## src/logic/boot_loader_pkg.sv

```systemverilog
// Package with script codes, header layout and timing constants for the boot loader
package boot_loader_pkg;
  localparam logic [31:0] START_MARKER     = 32'ha5a5a5a5;
  localparam logic [31:0] EMPTY_WORD       = 32'hffffffff;
  localparam logic [31:0] EMPTY_WORD_SHORT = 32'h0fffffff;
  localparam logic [31:0] DEBUG_OFF_WORD   = 32'h70000000;
  localparam logic [31:0] SPI_FAST_WORD    = 32'ha0000000;
  localparam logic [3:0]  NIB_CALIB        = 4'h9;
  localparam logic [3:0]  NIB_SYNC_TIMEOUT = 4'h8;
  localparam logic [15:0] CALIB_TOP        = 16'h9000;
  localparam int          CALIB_CNT_LSB    = 8;
  localparam int          CALIB_CNT_MSB    = 15;
  localparam int          NIB_MSB          = 31;
  localparam int          NIB_LSB          = 28;
  localparam int          TIMEOUT_MSB      = 27;
  localparam int          SCRIPT_DEPTH     = 60;
  localparam logic [31:0] APP_FLAG1        = 32'h1234a5a5;
  localparam logic [31:0] APP_FLAG2        = 32'ha5a51234;
  localparam logic [7:0]  SPECIFIC_BOOT    = 8'haa;
  localparam int          UART_SEL_MSB     = 31;
  localparam int          UART_SEL_LSB     = 24;
  localparam logic [7:0]  UART_SEL_TWO     = 8'h00;
  localparam logic [7:0]  UART_SEL_ONE_A   = 8'h01;
  localparam logic [7:0]  UART_SEL_ONE_B   = 8'h02;
  localparam int          SCAN_STEPS       = 6;
  // Word indices of the header fields inside the header window
  localparam logic [3:0]  HDR_FLAG1        = 4'h0;
  localparam logic [3:0]  HDR_FLAG2        = 4'h1;
  localparam logic [3:0]  HDR_BOOTCFG      = 4'h2;
  localparam logic [3:0]  HDR_DMA_LEN      = 4'h7;
  // Timing
  localparam int          CLK_PERIOD_NS    = 100;
  localparam int          TIMEOUT_UNIT_US  = 100;
  localparam int          UNIT_CYCLES      = (TIMEOUT_UNIT_US * 1000) / CLK_PERIOD_NS;
  localparam logic [27:0] DEFAULT_TIMEOUT  = 28'h0000028;
  localparam logic [7:0]  BAUD_115K2_DIV   = 8'h57;
  localparam logic [1:0]  SPI_CLK_2MHZ     = 2'h0;
  localparam logic [1:0]  SPI_CLK_32MHZ    = 2'h1;
  typedef enum logic [1:0] {UART_TWO_WIRE, UART_ONE_WIRE_A, UART_ONE_WIRE_B} uart_mode_t;
endpackage

```

## src/logic/boot_timeout.sv

```systemverilog
// Step timeout: counts 100 us units and flags expiry
`timescale 1ns/1ps
`default_nettype none
module boot_timeout #(
  parameter int UNIT_CYC = boot_loader_pkg::UNIT_CYCLES
) (
  // Clock and reset
  input  wire logic        clk_sys,
  input  wire logic        reset,
  // Control
  input  wire logic        start,
  input  wire logic [27:0] limit,
  // Status
  output logic             expired
);
  logic [15:0] unit_reg;
  logic [27:0] count_reg;
  logic        run_reg;

  always_ff @(posedge clk_sys)
  begin
    if (reset || start)
    begin
      unit_reg  <= 16'h0000;
      count_reg <= 28'h0000000;
      run_reg   <= start;
    end
    else if (run_reg)
    begin
      if (unit_reg == 16'(UNIT_CYC - 1))
      begin
        unit_reg  <= 16'h0000;
        count_reg <= count_reg + 28'h0000001;
      end
      else
        unit_reg <= unit_reg + 16'h0001;
      // Stop on the same condition that flags expiry, or a zero limit never expires
      if (expired)
        run_reg <= 1'b0;
    end
  end

  // Zero limit still waits one unit so a step never times out instantly
  assign expired = run_reg && (count_reg >= limit) && (limit != 28'h0000000 || count_reg != 28'h0000000);
endmodule // boot_timeout
`default_nettype wire

```

## src/logic/script_decoder.sv

```systemverilog
// Classifies one configuration script word by its full value, its top half-word or its top nibble
`timescale 1ns/1ps
`default_nettype none
module script_decoder (
  // Word in
  input  wire logic [31:0] word,
  // Class out
  output logic             is_empty,
  output logic             is_calib,
  output logic             is_debug_off,
  output logic             is_timeout,
  output logic             is_spi_fast,
  output logic [7:0]       calib_count
);
  always_comb
  begin
    is_empty     = (word == boot_loader_pkg::EMPTY_WORD) || (word == boot_loader_pkg::EMPTY_WORD_SHORT);
    is_calib     = (word[31:16] == boot_loader_pkg::CALIB_TOP);
    is_debug_off = (word == boot_loader_pkg::DEBUG_OFF_WORD);
    is_timeout   = (word[boot_loader_pkg::NIB_MSB:boot_loader_pkg::NIB_LSB] == boot_loader_pkg::NIB_SYNC_TIMEOUT);
    is_spi_fast  = (word == boot_loader_pkg::SPI_FAST_WORD);
    calib_count  = word[boot_loader_pkg::CALIB_CNT_MSB:boot_loader_pkg::CALIB_CNT_LSB];
  end
endmodule // script_decoder
`default_nettype wire

```

## src/logic/otp_boot_script_loader.sv

```systemverilog
// Boot sequencer: clock and supply bring-up, script interpreter, mode decision, copy and scan
`timescale 1ns/1ps
`default_nettype none
// Function
// - Script is valid only if its first word equals the start marker.
// - Address word at even position, data follows; write data to address.
// - Calibration header marks following words as software values, never written.
// - Header bits 15:8 give number of value words to skip.
// - Debugger-disable word keeps debug port off and rescans boot peripherals.
// - Top nibble 8 sets sync timeout in 100 us units from low 28 bits.
// - SPI clock word raises SPI boot clock from 2 MHz to 32 MHz.
// - Stop interpreting at the first unprogrammed word.
// - Boot runs after power-on, hardware reset, and wake with reset option.
// - First switch system clock from slow to fast RC oscillator.
// - In boost setup enable converter, wait for supply good before OTP.
// - Set UART rate to 115.2 kHz after OTP is up, then run script.
// - After script read both application flags to choose development or normal.
// - Copy OTP image into RAM starting at address zero.
// - Specific boot: alternate SPI pins, SPI master to flash, always try UART.
// - Specific boot UART variant selected from boot config bits 31:24.
// - Failed SPI flash boot returns to the normal peripheral scan.
// - Without specific flag, disable OTP then scan six interface steps in order.
// - Enable the fast crystal oscillator before any UART boot step.
// - Every boot interface step is bounded by a timeout.
// - Single-wire UART: half duplex on one pin, turn direction per phase.
// - Script holds at most sixty entries.
// - Variant byte 0 two-wire, 1 and 2 single-wire, others two-wire.
// - No source and no debugger-disable: endless loop with debug port on.
// - At completion clock is fast RC and pins return to reset defaults.
module otp_boot_script_loader #(
  parameter int          AW          = 13,
  parameter logic [12:0] SCRIPT_BASE = 13'h0000,
  parameter logic [12:0] HEADER_BASE = 13'h1ff0,
  parameter int          UNIT_CYC    = boot_loader_pkg::UNIT_CYCLES
) (
  // Clock and reset
  input  wire logic          clk_sys,
  input  wire logic          reset,
  // Boot triggers
  input  wire logic          por_event,
  input  wire logic          hw_reset_event,
  input  wire logic          wake_event,
  input  wire logic          wake_reset_enable,
  // Clock and power control
  output logic               fast_rc_oscillator,
  output logic               fast_crystal_oscillator,
  input  wire logic          boost_selected,
  output logic               boost_enable,
  input  wire logic          boost_vbat_ok,
  // OTP read port, one word per request
  output logic               otp_enable,
  output logic               otp_rd,
  output logic [AW-1:0]      otp_addr,
  input  wire logic          otp_rd_valid,
  input  wire logic [31:0]   otp_rd_data,
  // Register write port
  output logic               reg_wr,
  output logic [31:0]        reg_addr,
  output logic [31:0]        reg_wdata,
  // RAM copy port
  output logic               ram_wr,
  output logic [AW-1:0]      ram_addr,
  output logic [31:0]        ram_wdata,
  // Boot settings
  output logic [7:0]         uart_baud_div,
  output logic [27:0]        sync_char_timeout,
  output logic [1:0]         spi_clk_sel,
  output logic               spi_alt_pins,
  output logic               spi_master,
  output logic [1:0]         uart_mode,
  output logic               debug_enable,
  output logic               pins_default,
  // Boot interface scan
  output logic [2:0]         scan_step,
  output logic               step_start,
  input  wire logic          step_found,
  output logic               one_wire_tx,
  // Sequence status
  output logic               dev_mode,
  output logic               boot_done
);
  typedef enum logic [3:0] {
    S_IDLE, S_CLOCK, S_POWER, S_BAUD, S_FETCH, S_WAIT, S_MODE, S_COPY,
    S_SPECIFIC, S_STEP, S_STEP_WAIT, S_LOOP, S_DONE
  } state_t;

  state_t        state_reg;
  logic [AW-1:0] idx_reg;
  logic [AW-1:0] copy_len_reg;
  logic [1:0]    hdr_phase_reg;
  logic          started_reg;
  logic          pending_reg;
  logic [7:0]    skip_reg;
  logic          debug_off_reg;
  logic [31:0]   flag1_reg;
  logic [31:0]   bootcfg_reg;
  logic          specific_reg;
  logic          tmo_start;
  logic          tmo_expired;
  logic          d_empty;
  logic          d_calib;
  logic          d_debug;
  logic          d_tmo;
  logic          d_spi;
  logic [7:0]    d_count;
  logic          trigger;

  assign trigger = por_event || hw_reset_event || (wake_event && wake_reset_enable);

  script_decoder u_dec (
    .word         (otp_rd_data),
    .is_empty     (d_empty),
    .is_calib     (d_calib),
    .is_debug_off (d_debug),
    .is_timeout   (d_tmo),
    .is_spi_fast  (d_spi),
    .calib_count  (d_count)
  );

  boot_timeout #(.UNIT_CYC(UNIT_CYC)) u_tmo (
    .clk_sys (clk_sys),
    .reset   (reset),
    .start   (tmo_start),
    .limit   (sync_char_timeout),
    .expired (tmo_expired)
  );

  // Sequencer
  always_ff @(posedge clk_sys)
  begin
    if (reset)
    begin
      state_reg <= S_IDLE;
      idx_reg   <= '0;
      hdr_phase_reg <= 2'h0;
      scan_step <= 3'h0;
    end
    else if (trigger)
    begin
      state_reg <= S_CLOCK;
      idx_reg   <= '0;
      hdr_phase_reg <= 2'h0;
      scan_step <= 3'h0;
    end
    else
    begin
      unique case (state_reg)
        S_IDLE: state_reg <= S_IDLE;
        S_CLOCK: state_reg <= S_POWER;
        S_POWER:
          if (!boost_selected || boost_vbat_ok)
            state_reg <= S_BAUD;
        S_BAUD: state_reg <= S_FETCH;
        S_FETCH: state_reg <= S_WAIT;
        S_WAIT:
          if (otp_rd_valid)
          begin
            if (hdr_phase_reg != 2'h0)
            begin
              hdr_phase_reg <= hdr_phase_reg + 2'h1;
              state_reg     <= (hdr_phase_reg == 2'h3) ? S_MODE : S_FETCH;
            end
            else if ((!started_reg && otp_rd_data != boot_loader_pkg::START_MARKER) ||
                     (!pending_reg && skip_reg == 8'h00 && d_empty) ||
                     (idx_reg == AW'(boot_loader_pkg::SCRIPT_DEPTH - 1)))
            begin
              hdr_phase_reg <= 2'h1;
              state_reg     <= S_FETCH;
            end
            else
            begin
              idx_reg   <= idx_reg + 1'b1;
              state_reg <= S_FETCH;
            end
          end
        S_MODE:
        begin
          idx_reg   <= '0;
          state_reg <= S_COPY;
        end
        S_COPY:
          if (idx_reg == copy_len_reg)
            state_reg <= (dev_mode && specific_reg) ? S_SPECIFIC : S_STEP;
          else if (otp_rd_valid)
            idx_reg <= idx_reg + 1'b1;
        S_SPECIFIC:
        begin
          scan_step <= 3'h0;
          state_reg <= S_STEP_WAIT;
        end
        S_STEP:
          state_reg <= S_STEP_WAIT;
        S_STEP_WAIT:
          if (step_found)
            state_reg <= S_DONE;
          else if (tmo_expired)
          begin
            if (scan_step == 3'(boot_loader_pkg::SCAN_STEPS - 1))
            begin
              scan_step <= 3'h0;
              state_reg <= debug_off_reg ? S_STEP : S_LOOP;
            end
            else
            begin
              scan_step <= scan_step + 3'h1;
              state_reg <= S_STEP;
            end
          end
        S_LOOP: state_reg <= S_LOOP;
        S_DONE: state_reg <= S_DONE;
      endcase
    end
  end

  // Script interpretation state
  always_ff @(posedge clk_sys)
  begin
    if (reset || trigger)
    begin
      started_reg <= 1'b0;
      pending_reg <= 1'b0;
      skip_reg <= 8'h00;
      debug_off_reg <= 1'b0;
      sync_char_timeout <= boot_loader_pkg::DEFAULT_TIMEOUT;
      spi_clk_sel <= boot_loader_pkg::SPI_CLK_2MHZ;
      reg_wr <= 1'b0;
      reg_addr <= 32'h00000000;
      reg_wdata <= 32'h00000000;
    end
    else
    begin
      reg_wr <= 1'b0;
      if (state_reg == S_WAIT && otp_rd_valid && hdr_phase_reg == 2'h0)
      begin
        if (!started_reg)
          started_reg <= 1'b1;
        else if (skip_reg != 8'h00)
          skip_reg <= skip_reg - 8'h01;
        else if (pending_reg)
        begin
          pending_reg <= 1'b0;
          reg_wr      <= 1'b1;
          reg_wdata   <= otp_rd_data;
        end
        else if (d_calib)
          skip_reg <= d_count;
        else if (d_debug)
          debug_off_reg <= 1'b1;
        else if (d_tmo)
          sync_char_timeout <= otp_rd_data[boot_loader_pkg::TIMEOUT_MSB:0];
        else if (d_spi)
          spi_clk_sel <= boot_loader_pkg::SPI_CLK_32MHZ;
        else if (!d_empty)
        begin
          pending_reg <= 1'b1;
          reg_addr    <= otp_rd_data;
        end
      end
    end
  end

  // Header words and mode decision
  always_ff @(posedge clk_sys)
  begin
    if (reset || trigger)
    begin
      flag1_reg <= 32'h00000000;
      bootcfg_reg <= 32'hffffffff;
      dev_mode <= 1'b1;
      copy_len_reg <= '0;
    end
    else if (state_reg == S_WAIT && otp_rd_valid && hdr_phase_reg != 2'h0)
    begin
      unique case (hdr_phase_reg)
        2'h1: flag1_reg <= otp_rd_data;
        2'h2: dev_mode <= !(flag1_reg == boot_loader_pkg::APP_FLAG1 &&
                            otp_rd_data == boot_loader_pkg::APP_FLAG2);
        2'h3: bootcfg_reg <= otp_rd_data;
        default: copy_len_reg <= '0;
      endcase
    end
    else if (state_reg == S_MODE)
      copy_len_reg <= AW'(boot_loader_pkg::SCRIPT_DEPTH);
  end

  assign specific_reg = (bootcfg_reg[7:0] == boot_loader_pkg::SPECIFIC_BOOT);

  // Outputs that follow the sequence; a restart drops what the last boot left on
  always_ff @(posedge clk_sys)
  begin
    if (reset || trigger)
    begin
      fast_rc_oscillator <= 1'b0;
      fast_crystal_oscillator <= 1'b0;
      boost_enable <= 1'b0;
      otp_enable <= 1'b0;
      uart_baud_div <= 8'h00;
      spi_alt_pins <= 1'b0;
      spi_master <= 1'b0;
      uart_mode <= 2'(boot_loader_pkg::UART_TWO_WIRE);
      debug_enable <= 1'b0;
      pins_default <= 1'b1;
      boot_done <= 1'b0;
    end
    else
    begin
      if (state_reg == S_CLOCK)
        fast_rc_oscillator <= 1'b1;
      if (state_reg == S_POWER && boost_selected)
        boost_enable <= 1'b1;
      if (state_reg == S_POWER && (!boost_selected || boost_vbat_ok))
        otp_enable <= 1'b1;
      if (state_reg == S_BAUD)
        uart_baud_div <= boot_loader_pkg::BAUD_115K2_DIV;
      if (state_reg == S_SPECIFIC)
      begin
        spi_alt_pins <= 1'b1;
        spi_master   <= 1'b1;
        unique case (bootcfg_reg[boot_loader_pkg::UART_SEL_MSB:boot_loader_pkg::UART_SEL_LSB])
          boot_loader_pkg::UART_SEL_ONE_A: uart_mode <= 2'(boot_loader_pkg::UART_ONE_WIRE_A);
          boot_loader_pkg::UART_SEL_ONE_B: uart_mode <= 2'(boot_loader_pkg::UART_ONE_WIRE_B);
          default: uart_mode <= 2'(boot_loader_pkg::UART_TWO_WIRE);
        endcase
      end
      if (state_reg == S_STEP || state_reg == S_SPECIFIC)
      begin
        otp_enable <= 1'b0;
        fast_crystal_oscillator <= 1'b1;
        pins_default <= 1'b0;
      end
      if (state_reg == S_STEP_WAIT && tmo_expired && scan_step == 3'h0)
      begin
        spi_alt_pins <= 1'b0;
        spi_master   <= 1'b0;
      end
      if (state_reg == S_LOOP)
        debug_enable <= 1'b1;
      if (state_reg == S_DONE || state_reg == S_LOOP)
      begin
        pins_default <= 1'b1;
        boot_done    <= 1'b1;
      end
    end
  end

  // Single-wire UART steps 1 and 2 turn the pin to transmit in the cycle their timeout expires
  assign one_wire_tx = (state_reg == S_STEP_WAIT) && (scan_step == 3'h1 || scan_step == 3'h2) &&
                       tmo_expired;
  assign tmo_start = (state_reg == S_STEP) || (state_reg == S_SPECIFIC);
  assign step_start = tmo_start;
  assign otp_rd = (state_reg == S_FETCH) || (state_reg == S_COPY && idx_reg != copy_len_reg);
  assign otp_addr = (hdr_phase_reg == 2'h1) ? HEADER_BASE + AW'(boot_loader_pkg::HDR_FLAG1) :
                    (hdr_phase_reg == 2'h2) ? HEADER_BASE + AW'(boot_loader_pkg::HDR_FLAG2) :
                    (hdr_phase_reg == 2'h3) ? HEADER_BASE + AW'(boot_loader_pkg::HDR_BOOTCFG) :
                    SCRIPT_BASE + idx_reg;
  assign ram_wr = (state_reg == S_COPY) && otp_rd_valid;
  assign ram_addr = idx_reg;
  assign ram_wdata = otp_rd_data;

  AST_CLOCK_FIRST: assert property (@(posedge clk_sys) disable iff (reset || trigger)
    (state_reg == S_CLOCK) |=> fast_rc_oscillator) else $error("fast clock not on");
  AST_SUPPLY_WAIT: assert property (@(posedge clk_sys) disable iff (reset || trigger)
    (state_reg == S_POWER && boost_selected && !boost_vbat_ok) |=> state_reg == S_POWER)
    else $error("left supply wait early");
  AST_TIMEOUT_SET: assert property (@(posedge clk_sys) disable iff (reset || trigger)
    (state_reg == S_WAIT && otp_rd_valid && started_reg && !pending_reg && skip_reg == 8'h00 &&
     hdr_phase_reg == 2'h0 && d_tmo && !d_calib && !d_debug) |=> sync_char_timeout == $past(otp_rd_data[27:0]))
    else $error("timeout not loaded");
  AST_CALIB_NOWRITE: assert property (@(posedge clk_sys) disable iff (reset)
    (skip_reg != 8'h00) |=> !reg_wr) else $error("calibration word written");
  AST_BAD_MARKER: assert property (@(posedge clk_sys) disable iff (reset || trigger)
    (state_reg == S_WAIT && otp_rd_valid && !started_reg && hdr_phase_reg == 2'h0 &&
     otp_rd_data != boot_loader_pkg::START_MARKER) |=> hdr_phase_reg == 2'h1) else $error("bad script ran");
  AST_CRYSTAL_UART: assert property (@(posedge clk_sys) disable iff (reset)
    (state_reg == S_STEP_WAIT) |-> fast_crystal_oscillator) else $error("crystal off in scan");
  AST_DEBUG_LOOP: assert property (@(posedge clk_sys) disable iff (reset || trigger)
    (state_reg == S_LOOP) |=> debug_enable && !debug_off_reg) else $error("loop without debug");
  AST_SPI_FAST: assert property (@(posedge clk_sys) disable iff (reset)
    (spi_clk_sel == boot_loader_pkg::SPI_CLK_32MHZ) |-> started_reg) else $error("spi fast unbidden");
endmodule // otp_boot_script_loader
`default_nettype wire

```

## config.mk

```make
export PLATFORM = sky130hd
export DESIGN_NAME = otp_boot_script_loader
export DESIGN_NICKNAME = d
export VERILOG_FILES = /design/src/logic/boot_loader_pkg.sv /design/src/logic/boot_timeout.sv /design/src/logic/script_decoder.sv /design/src/logic/otp_boot_script_loader.sv
export SDC_FILE = /design/constraint.sdc
export NUM_CORES = 1
export LEC_CHECK = 0
export BUFFER_PORTS_ARGS = -buffer_cell sky130_fd_sc_hd__buf_2
export CAP_MARGIN = 20
export CORE_ASPECT_RATIO = 0.5
export CORE_UTILIZATION = 55
export DETAILED_ROUTE_END_ITERATION = 16
export GPL_TIMING_DRIVEN = 0
export PLACE_DENSITY = 0.89
export SLEW_MARGIN = 20
export SYNTH_ARGS = -nofsm -noshare
export SYNTH_HDL_FRONTEND = slang
export SYNTH_SLANG_ARGS = --single-unit
```

## constraint.sdc

```tcl
create_clock -name clk_sys -period 3.7 [get_ports clk_sys]
set_input_delay 0.37 -clock clk_sys [delete_from_list [all_inputs] [get_ports clk_sys]]
set_output_delay 0.37 -clock clk_sys [all_outputs]
set_load 0.05 [all_outputs]
```

# [Word level (Yosys, flattened, before mapping)]
# Cells that the tools add are included.
[totals] reg_bits=261 output_inout_bits=180 word_cells=215 inputBits=42
[op_classes] add_sub_neg=6 n_reduce_logical=73 eq_ne=50 magnitude_cmp=1 mux=45 n_bitwise=9
[ops] op="two-way mux 13 bit" count=11
[ops] op="equality test 32 bit, second input constant" count=3
[ops] op="nonzero test 28 bit" count=2
[ops] op="case mux 4 bit (12 select lines)" count=1
[ops] op="case mux 13 bit (3 select lines)" count=1
[ops] op="equality test 32 x 28 -> 1 bit, second input constant" count=1
[ops] op="equality test 32 x 29 -> 1 bit, second input constant" count=1
[ops] op="equality test 32 x 31 -> 1 bit, second input constant" count=1
[ops] op="inequality test 32 bit, second input constant" count=1
[ops] op="adder 28 x 1 -> 28 bit, second input constant" count=1
[ops] op=">= comparator 28 bit" count=1
[ops] op="equality test 4 bit, second input constant" count=6
[ops] op="two-way mux 8 bit" count=3
[ops] op="two-way mux 4 bit" count=5
[ops] op="logical AND 1 bit" count=19
[ops] op="inequality test 2 bit, second input constant" count=9
[ops] op="adder 16 x 1 -> 16 bit, second input constant" count=1
[ops] op="equality test 16 x 10 -> 1 bit, second input constant" count=1
[ops] op="equality test 16 bit, second input constant" count=1
[ops] op="equality test 4 x 3 -> 1 bit, second input constant" count=4
[ops] op="two-way mux 16 bit" count=1
[ops] op="AND reduction 4 bit" count=4
[ops] op="adder 13 x 1 -> 13 bit, second input constant" count=1
[ops] op="equality test 13 bit" count=1
[ops] op="other kinds (43)" count=104

# [Longest topological paths before layout]
# Gate-level depths: netlist of the first run.
[depth] ltp_word=9 mapped_depth=11 depth_no_buf=9

# [Hierarchy]
# From an unflattened synthesis of the first run, not the netlist that was laid out.
[hier_totals] cells_unflattened=1380 area_unflattened_um2=11269.6
[by_module_without_submodules] module="otp_boot_script_loader" area_per_inst_um2=8092.8 seq_area_each_um2=3763.6 n_inst=1 cells_per_inst=986
[by_module_without_submodules] module="boot_timeout" area_per_inst_um2=2911.5 seq_area_each_um2=900.9 n_inst=1 cells_per_inst=355
[by_module_without_submodules] module="script_decoder" area_per_inst_um2=265.3 seq_area_each_um2=0.0 n_inst=1 cells_per_inst=39

# [Worst setup path after synthesis of the first run]
# No wires, ideal clock.
[synth_timing] path_kind="flip-flop to output port" from="register sync_char_timeout[26]" to="output port one_wire_tx" t_arrival_ns=3.710 required_ns=3.330 stages_incl_launch_ff=8 setup_slack_ns=-0.380 n_path_buf=0 cell_sequence="dfxtp_1 inv_1 ha_1 nand4_1 or4_1 a311oi_1 o21ai_1 nor4_1"
[synth_between] elab_chain_cells=4 elab_cells_between_ends=6 classes_between="order compare (1); reduce/logical (5)"
[synth_lines] item="from (decl)" line="otp_boot_script_loader.sv:66" text="output logic [27:0] sync_char_timeout,"
[synth_lines] item="from (signal assigned)" line="otp_boot_script_loader.sv:224" text="sync_char_timeout <= boot_loader_pkg::DEFAULT_TIMEOUT;"
[synth_lines] item="from (signal assigned)" line="otp_boot_script_loader.sv:250" text="sync_char_timeout <= otp_rd_data[boot_loader_pkg::TIMEOUT_MSB:0];"
[synth_lines] item=">= comparator 28 bit / nonzero test 28 bit (equally long branches)" line="boot_timeout.sv:44" text="assign expired = run_reg && (count_reg >= limit) && (limit != 28'h0000000 || count_reg != 28'h0000000);"
[synth_lines] item="logical AND 1 bit / logical OR 1 bit (equally long branches)" line="boot_timeout.sv:44"
[synth_lines] item="logical AND 1 bit (*)" line="boot_timeout.sv:44"
[synth_lines] item="logical AND 1 bit (*)" line="otp_boot_script_loader.sv:347" text="assign one_wire_tx = (state_reg == S_STEP_WAIT) && (scan_step == 3'h1 || scan_step == 3'h2) &&"
[synth_lines] item="to (decl)" line="otp_boot_script_loader.sv:77" text="output logic one_wire_tx,"
# Mark *: on every way between the ends. The rest lies on a longest branch, timed or not.

# [Worst setup path after layout of the first run]
# Ends and elaborated chain as after synthesis.

==> impl_metrics.csv, run 1 <==
group,metric,value,unit
clock_tree,cts_sinks,233,
yosys,synth_xor_area_frac,0.0303,
worst_setup_path,crit_path_start_kind,"flop",
cells_and_area,finalNonFillerCells,1807,
global_route,grtUsageTotal,0.321,
placed_design,place_congestion,0.954,
yosys,ys_ff_latch,233,
floorplanning,num_rows,36,
sta,rsz0062_at_grt,"false",
yosys,synth-seq-area-share,0.425,
sta,fin_hold_ws,128,ps
global_route,grt_max_degree,18,
cells_and_area,synthToLayoutAreaGrowth,20.5,%
clock_tree,clkLatencyLatePin,520,ps
floorplanning,fp.dieW,202,µm
clock_tree,postCtsHoldBufs,0,
placed_design,place_ws,278,ps
global_route,antenna_found_initial,0,
clock_tree,clk_pin_slew_worst_paths,70,ps
clock_tree,cts_tree,"yes",
worst_setup_path,cpPeakStageDelay,560,ps
drt,route.detailed.drc,0,
clock_tree,clockBufferDepth,3,
yosys,yosys_warnings,0,
yosys,async_reset_ff_frac,0,
power,vdd_drop_max,0.280,mV
floorplanning,ios,222,
drt,drt_first_pass_iters,6,
placed_design,hpwl,24500,µm
placed_design,place_inst,1764,
yosys,netlist_instances,1278,
sta,setup_viol,0,
yosys,synth-compound-area-share,0.119,
clock_tree,cts_made_buffers,21,
cells_and_area,n_antenna_cell,0,
global_route,grt-ovfl-total,0,
drt,antenna_left,0,
yosys,synth.top_cells.by_area,"dfxtp_1 42%, mux2i_1 7.2%, nor2_1 5.6%",
drt,wirelength,33800,µm
yosys,netlist-cell-type-count,67,
sta,totalNegativeSetupSlack,0,ps
worst_setup_path,crit_chain,"inv_1 -> ha_1 -> nand4_1 -> or4_1 -> a311oi_1 -> o21ai_2 -> nor4_4 -> buf_4",
power,p_per_area,394,mW/mm²
worst_setup_path,cp_num_buf_inv,2,
worst_setup_path,arrival,3240,ps
floorplanning,initial_core_util,0.563,
sta,drv_slew,0,
sta,layout_setup_ws,88.5,ps
yosys,netlist_area,0.0110,mm²
sta,finalCritPeriodShare,0.976,
drt,vias,10600,
sta,hold_viol,0,
sta,fmax,277,MHz
yosys,synth.largest_area_cell,"dfxtp_1",
global_route,grt_pass1_wl,52500,µm
yosys,muxShareOfSynthArea,0.0720,
cells_and_area,drive_gt1_frac,0.213,
clock_tree,clock-root-buffer,"clkbuf_16",
worst_setup_path,crit_family,"simple AND/OR/NAND/NOR gates",
worst_setup_path,crit_required,3330,ps
drt,vias_per_cell,5.88,
sta,period_minus_slack,3610,ps
floorplanning,core_area,0.0195,mm²
power,finalPower,5.21,mW
worst_setup_path,worstSetupEndpointType,"output pin",
yosys,synthAdderAreaFrac,0.0456,
worst_setup_path,worstSetupPathType,"reg2out",
drt,wl_per_cell,18.7,µm
floorplanning,die_height,102,µm
yosys,syn_avg_cell_area,8.59,µm²
worst_setup_path,critPathSlowestCell,"or4_1",
status,status,"finished, final reports clean",
cells_and_area,n_fill_cell,1549,
clock_tree,htree_levels,1,
floorplanning,die-area,0.0206,mm²
yosys,synth_edf_count,0,
worst_setup_path,crit_fanout,4,
job,maxCapViolations,0,
hold_path,hp-class,"in2reg",
sta,skew,16.5,ps
sta,worst_slew_pin_slew,812,ps
yosys,synthSimpleGateAreaFrac,0.233,
drt,drtIter0Drc,1035,
yosys,synth_top_family_by_area,"simple AND/OR/NAND/NOR gates",
yosys,synthFlopType,"dfxtp_1",
sta,max_slew_margin,0.453,
global_route,grt_pass1_vias,9844,
yosys,synth_top_area_frac,0.425,
power,leakagePower,5.21,nW
placed_design,portBuffers,217,
cells_and_area,nets,1608,
-- path summary, 6_finish.rpt --
path                          from      endpoint  slack [ps]  cells after the start
min                 boost_selected  boost_enable         130                      3
max reg2reg       hdr_phase_reg[1]  ram_addr[12]         270                     10
max          sync_char_timeout[26]   one_wire_tx          90                      8
min reg2reg           uart_mode[0]  uart_mode[0]         450                      2
-- repair_timing --
action                                 CTS  global route
setup endpoints to repair                1            27
endpoints found under the hold margin    0             0
buffers inserted                         0             5
pin swaps                                1             2
resized for setup                        1             4
-- logic make-up after synthesis --
family,after synthesis
DFF,233
xor gates and xnor gates,38
muxes,79
other,1
AOI/OAI and AO/OA,205
adders and majority gates,40
and+or+nand+nor,519
buffers and inverters,163
-- cell usage in the layout (no fill, tap or decap), types with 4 or more instances in the layout --
cell and instances:
a22oi_1 4, a31oi_1 8, nand2_1 134, clkbuf_16 21
conb_1 4, a22o_1 33, bufinv_16 4, clkbuf_1 49
nor3_1 23, nor2_1 165, nor4b_1 6, mux2i_1 79
or3_1 15, a21oi_1 75, buf_2 219, xor2_1 20
nand3_1 34, nand2b_1 15, nor4_1 28, o21ai_0 42
and3_1 15, inv_1 55, buf_6 4, and2_1 4
xnor2_1 18, dfxtp_1 233, buf_4 53, o211ai_1 7
ha_1 40, buf_1 6, a211oi_1 8, or4_1 11
nor2b_1 8, nand4_1 32
-- Yosys cell counts, types with 9 or more instances --
cell type / number
dfxtp_1: 233
nor2_1: 165
nand2_1: 134
mux2i_1: 79
a21oi_1: 75
inv_1: 55
clkbuf_1: 48
buf_4: 47
o21ai_0: 42
ha_1: 40
nand3_1: 34
a22o_1: 33
nand4_1: 32
nor4_1: 29
nor3_1: 23
xor2_1: 20
xnor2_1: 18
and3_1: 15
nand2b_1: 15
or3_1: 15
or4_1: 11
a211oi_1: 9
-- routing by layer --
| layer | global-route usage | vias to the layer above | wire length [µm] |
|---|---|---|---|
| li1 | - | 4929 | - |
| met1 | 0.443 | 5080 | 15000 |
| met2 | 0.502 | 503 | 14600 |
| met3 | 0.0615 | 115 | 2870 |
| met4 | 0.127 | 0 | 1290 |
| met5 | 0 | - | 0 |
-- per-stage QoR --
stage,area (µm²),util
2_1_floorplan,11000,-
3_5_place_dp,12400,0.636
5_1_grt,13200,0.678
6_report,13200,0.678
4_1_cts,13200,0.675
3_3_place_gp,12400,0.636
-- tightest hold or removal path, cell delays in order --
cell	delay (ps)
buf_2	90
a31oi_1	70
nor2_1	80
-- power by group --
group	leakage, nW	internal [mW]	switching (mW)
Clock	0.360	1.38	1.02
Sequential	1.88	2.51	0.00219
Combinational	2.97	0.0741	0.228
-- layout make-up --
class | count | area, µm² | area share
inverter | 55 | 206 | 0.0156
tap | 266 | 333 | 0.0252
clock buffer | 24 | 557 | 0.0421
clock inverter | 14 | 193 | 0.0146
sequential | 233 | 4660 | 0.353
buffer | 108 | 616 | 0.0466
multi-input combinational | 885 | 5530 | 0.418
timing repair buffer | 222 | 1130 | 0.0852
Power figures use the tool's default switching activity.
==> inputs of run 2 (changes only) <==
Settings changed: CORE_UTILIZATION 55 to 36, PLACE_DENSITY 0.89 to 0.65.
==> run 2 against run 1 <==
Clock skew shrank 1.9 ps. Register-to-register slack better by 90 ps. Non-clock buffer count fell by 3. Highest routed layer unchanged.
==> impl_metrics.csv, run 2 (synthesis gave the netlist of run 1 again) <==
group,metric,value,unit
status,status,"finished, final reports clean",
global_route,antenna_found_initial,0,
clock_tree,cts_sinks,233,
drt,vias,10000,
clock_tree,cts_made_buffers,23,
worst_setup_path,reg2reg_depth,10,
drt,route.detailed.drc,0,
worst_setup_path,worstSetupPathType,"reg2out",
clock_tree,htree_levels,1,
drt,drt_first_pass_iters,5,
worst_setup_path,worstSetupEndpointType,"output pin",
sta,drv_slew,0,
cells_and_area,final_area,0.0134,mm²
floorplanning,core_area,0.0295,mm²
cells_and_area,synthToLayoutAreaGrowth,22.0,%
power,p_per_area,399,mW/mm²
sta,layout_setup_ws,203,ps
global_route,grtUsageTotal,0.217,
sta,setup_viol,0,
drt,drtIter0Drc,721,
sta,worst_slew_pin_slew,912,ps
drt,vias_per_cell,5.19,
placed_design,place_congestion,0.923,
power,comb_power_share,0.057,
global_route,grt_max_degree,15,
global_route,grt_pass1_vias,9222,
clock_tree,clkLatencyLatePin,530,ps
power,clockPowerShare,0.474,
placed_design,hpwl,25300,µm
drt,wl_per_cell,17.9,µm
sta,rsz0062_at_grt,"false",
hold_path,hp-class,"in2reg",
global_route,grt_pass1_wl,53600,µm
sta,hold_viol,0,
worst_setup_path,crit_required,3330,ps
power,vdd_drop_max,0.287,mV
floorplanning,ios,222,
clock_tree,clockBufferDepth,3,
cells_and_area,nets,1607,
cells_and_area,final_cell_mix,"233 x dfxtp_1, 219 x buf_2, 165 x nor2_1",
worst_setup_path,crit_path_start_kind,"flop",
sta,skew,14.6,ps
worst_setup_path,crit_fanout,5,
global_route,grt-ovfl-total,0,
sta,totalNegativeSetupSlack,0,ps
floorplanning,num_rows,44,
drt,wirelength,34700,µm
cells_and_area,n_fill_cell,2891,
floorplanning,initial_core_util,0.373,
power,power_frac_seq,0.470,
clock_tree,postCtsHoldBufs,0,
job,maxCapViolations,0,
worst_setup_path,arrival,3130,ps
clock_tree,clock-root-buffer,"clkbuf_16",
clock_tree,cts_tree,"yes",
floorplanning,fp.dieW,249,µm
sta,finalCritPeriodShare,0.945,
drt,antenna_left,0,
power,power_switching,1.26,mW
floorplanning,die-area,0.0312,mm²
cells_and_area,layout_commonest_cell,"dfxtp_1",
hold_path,min_path_cells,3,
cells_and_area,n_antenna_cell,0,
placed_design,portBuffers,217,
floorplanning,die_height,125,µm
sta,max_slew_margin,0.386,
placed_design,place_area,0.0126,mm²
cells_and_area,drive_gt1_frac,0.209,
sta,fmax,286,MHz
power,intPower,4.08,mW
placed_design,place_ws,396,ps
sta,period_minus_slack,3500,ps
power,p_sw_frac,0.236,
clock_tree,clk_pin_slew_worst_paths,70,ps
power,leakagePower,5.23,nW
-- run 2: repair_timing --
action	4_1_cts	5_1_grt
endpoints found under the hold margin	0	0
endpoints found under the setup margin	0	1
gates resized for setup	0	2
buffers inserted	0	2
-- run 2: power by group through the flow --
stage | clock (mW) | sequential, mW | combinational, mW
after floorplan | 0 | 2.57 | 0.167
after global placement | 0 | 2.57 | 0.301
after detailed placement | 0 | 2.57 | 0.300
after CTS | 2.57 | 2.51 | 0.300
after global routing | 2.68 | 2.51 | 0.315
final | 2.53 | 2.51 | 0.303
-- run 2: critical path, stage by stage (launching register included) --
cell	delay, ps
dfxtp_1	430
inv_1	70
ha_1	320
nand4_1	140
or4_1	530
a311oi_1	390
o21ai_2	180
nor4_2	260
clkbuf_4	280
-- run 2: final cells by class --
class                      instances  area [µm²]  area share
clock buffer                      36         694      0.0518
timing repair buffer             219        1100      0.0824
multi-input combinational        885        5510       0.411
buffer                           108         616      0.0460
clock inverter                     6         109     0.00813
tap                              391         489      0.0365
inverter                          55         206      0.0154
sequential                       233        4660       0.348
-- run 2: path summary, 6_finish.rpt --
path,start,endpoint,slack (ps)
worst max-delay path,sync_char_timeout[26],one_wire_tx,200
worst min-delay path,boost_selected,boost_enable,100
worst max register to register,hdr_phase_reg[1],ram_addr[3],360
worst min register to register,uart_mode[0],uart_mode[0],460
-- run 2: stage by stage --
| stage | hold WS, ps | std cells | util | total power [mW] |
|---|---|---|---|---|
| 6_report | 102 | 1933 | 0.455 | 5.34 |
| 5_1_grt | 142 | 1933 | 0.455 | 5.50 |
| 4_1_cts | 86.8 | 1931 | 0.454 | 5.38 |
| 3_5_place_dp | 447 | 1889 | 0.427 | 2.87 |
| 3_3_place_gp | 440 | 1889 | 0.427 | 2.87 |
| 2_1_floorplan | 432 | 1281 | - | 2.74 |
-- run 2: metal layers --
| metal | vias up | global-route usage | wire, µm |
|---|---|---|---|
| met5 | - | 0 | 0 |
| met4 | 0 | 0.0691 | 952 |
| met3 | 63 | 0.0375 | 2140 |
| met2 | 306 | 0.336 | 15400 |
| met1 | 4722 | 0.305 | 16100 |
| li1 | 4936 | - | - |
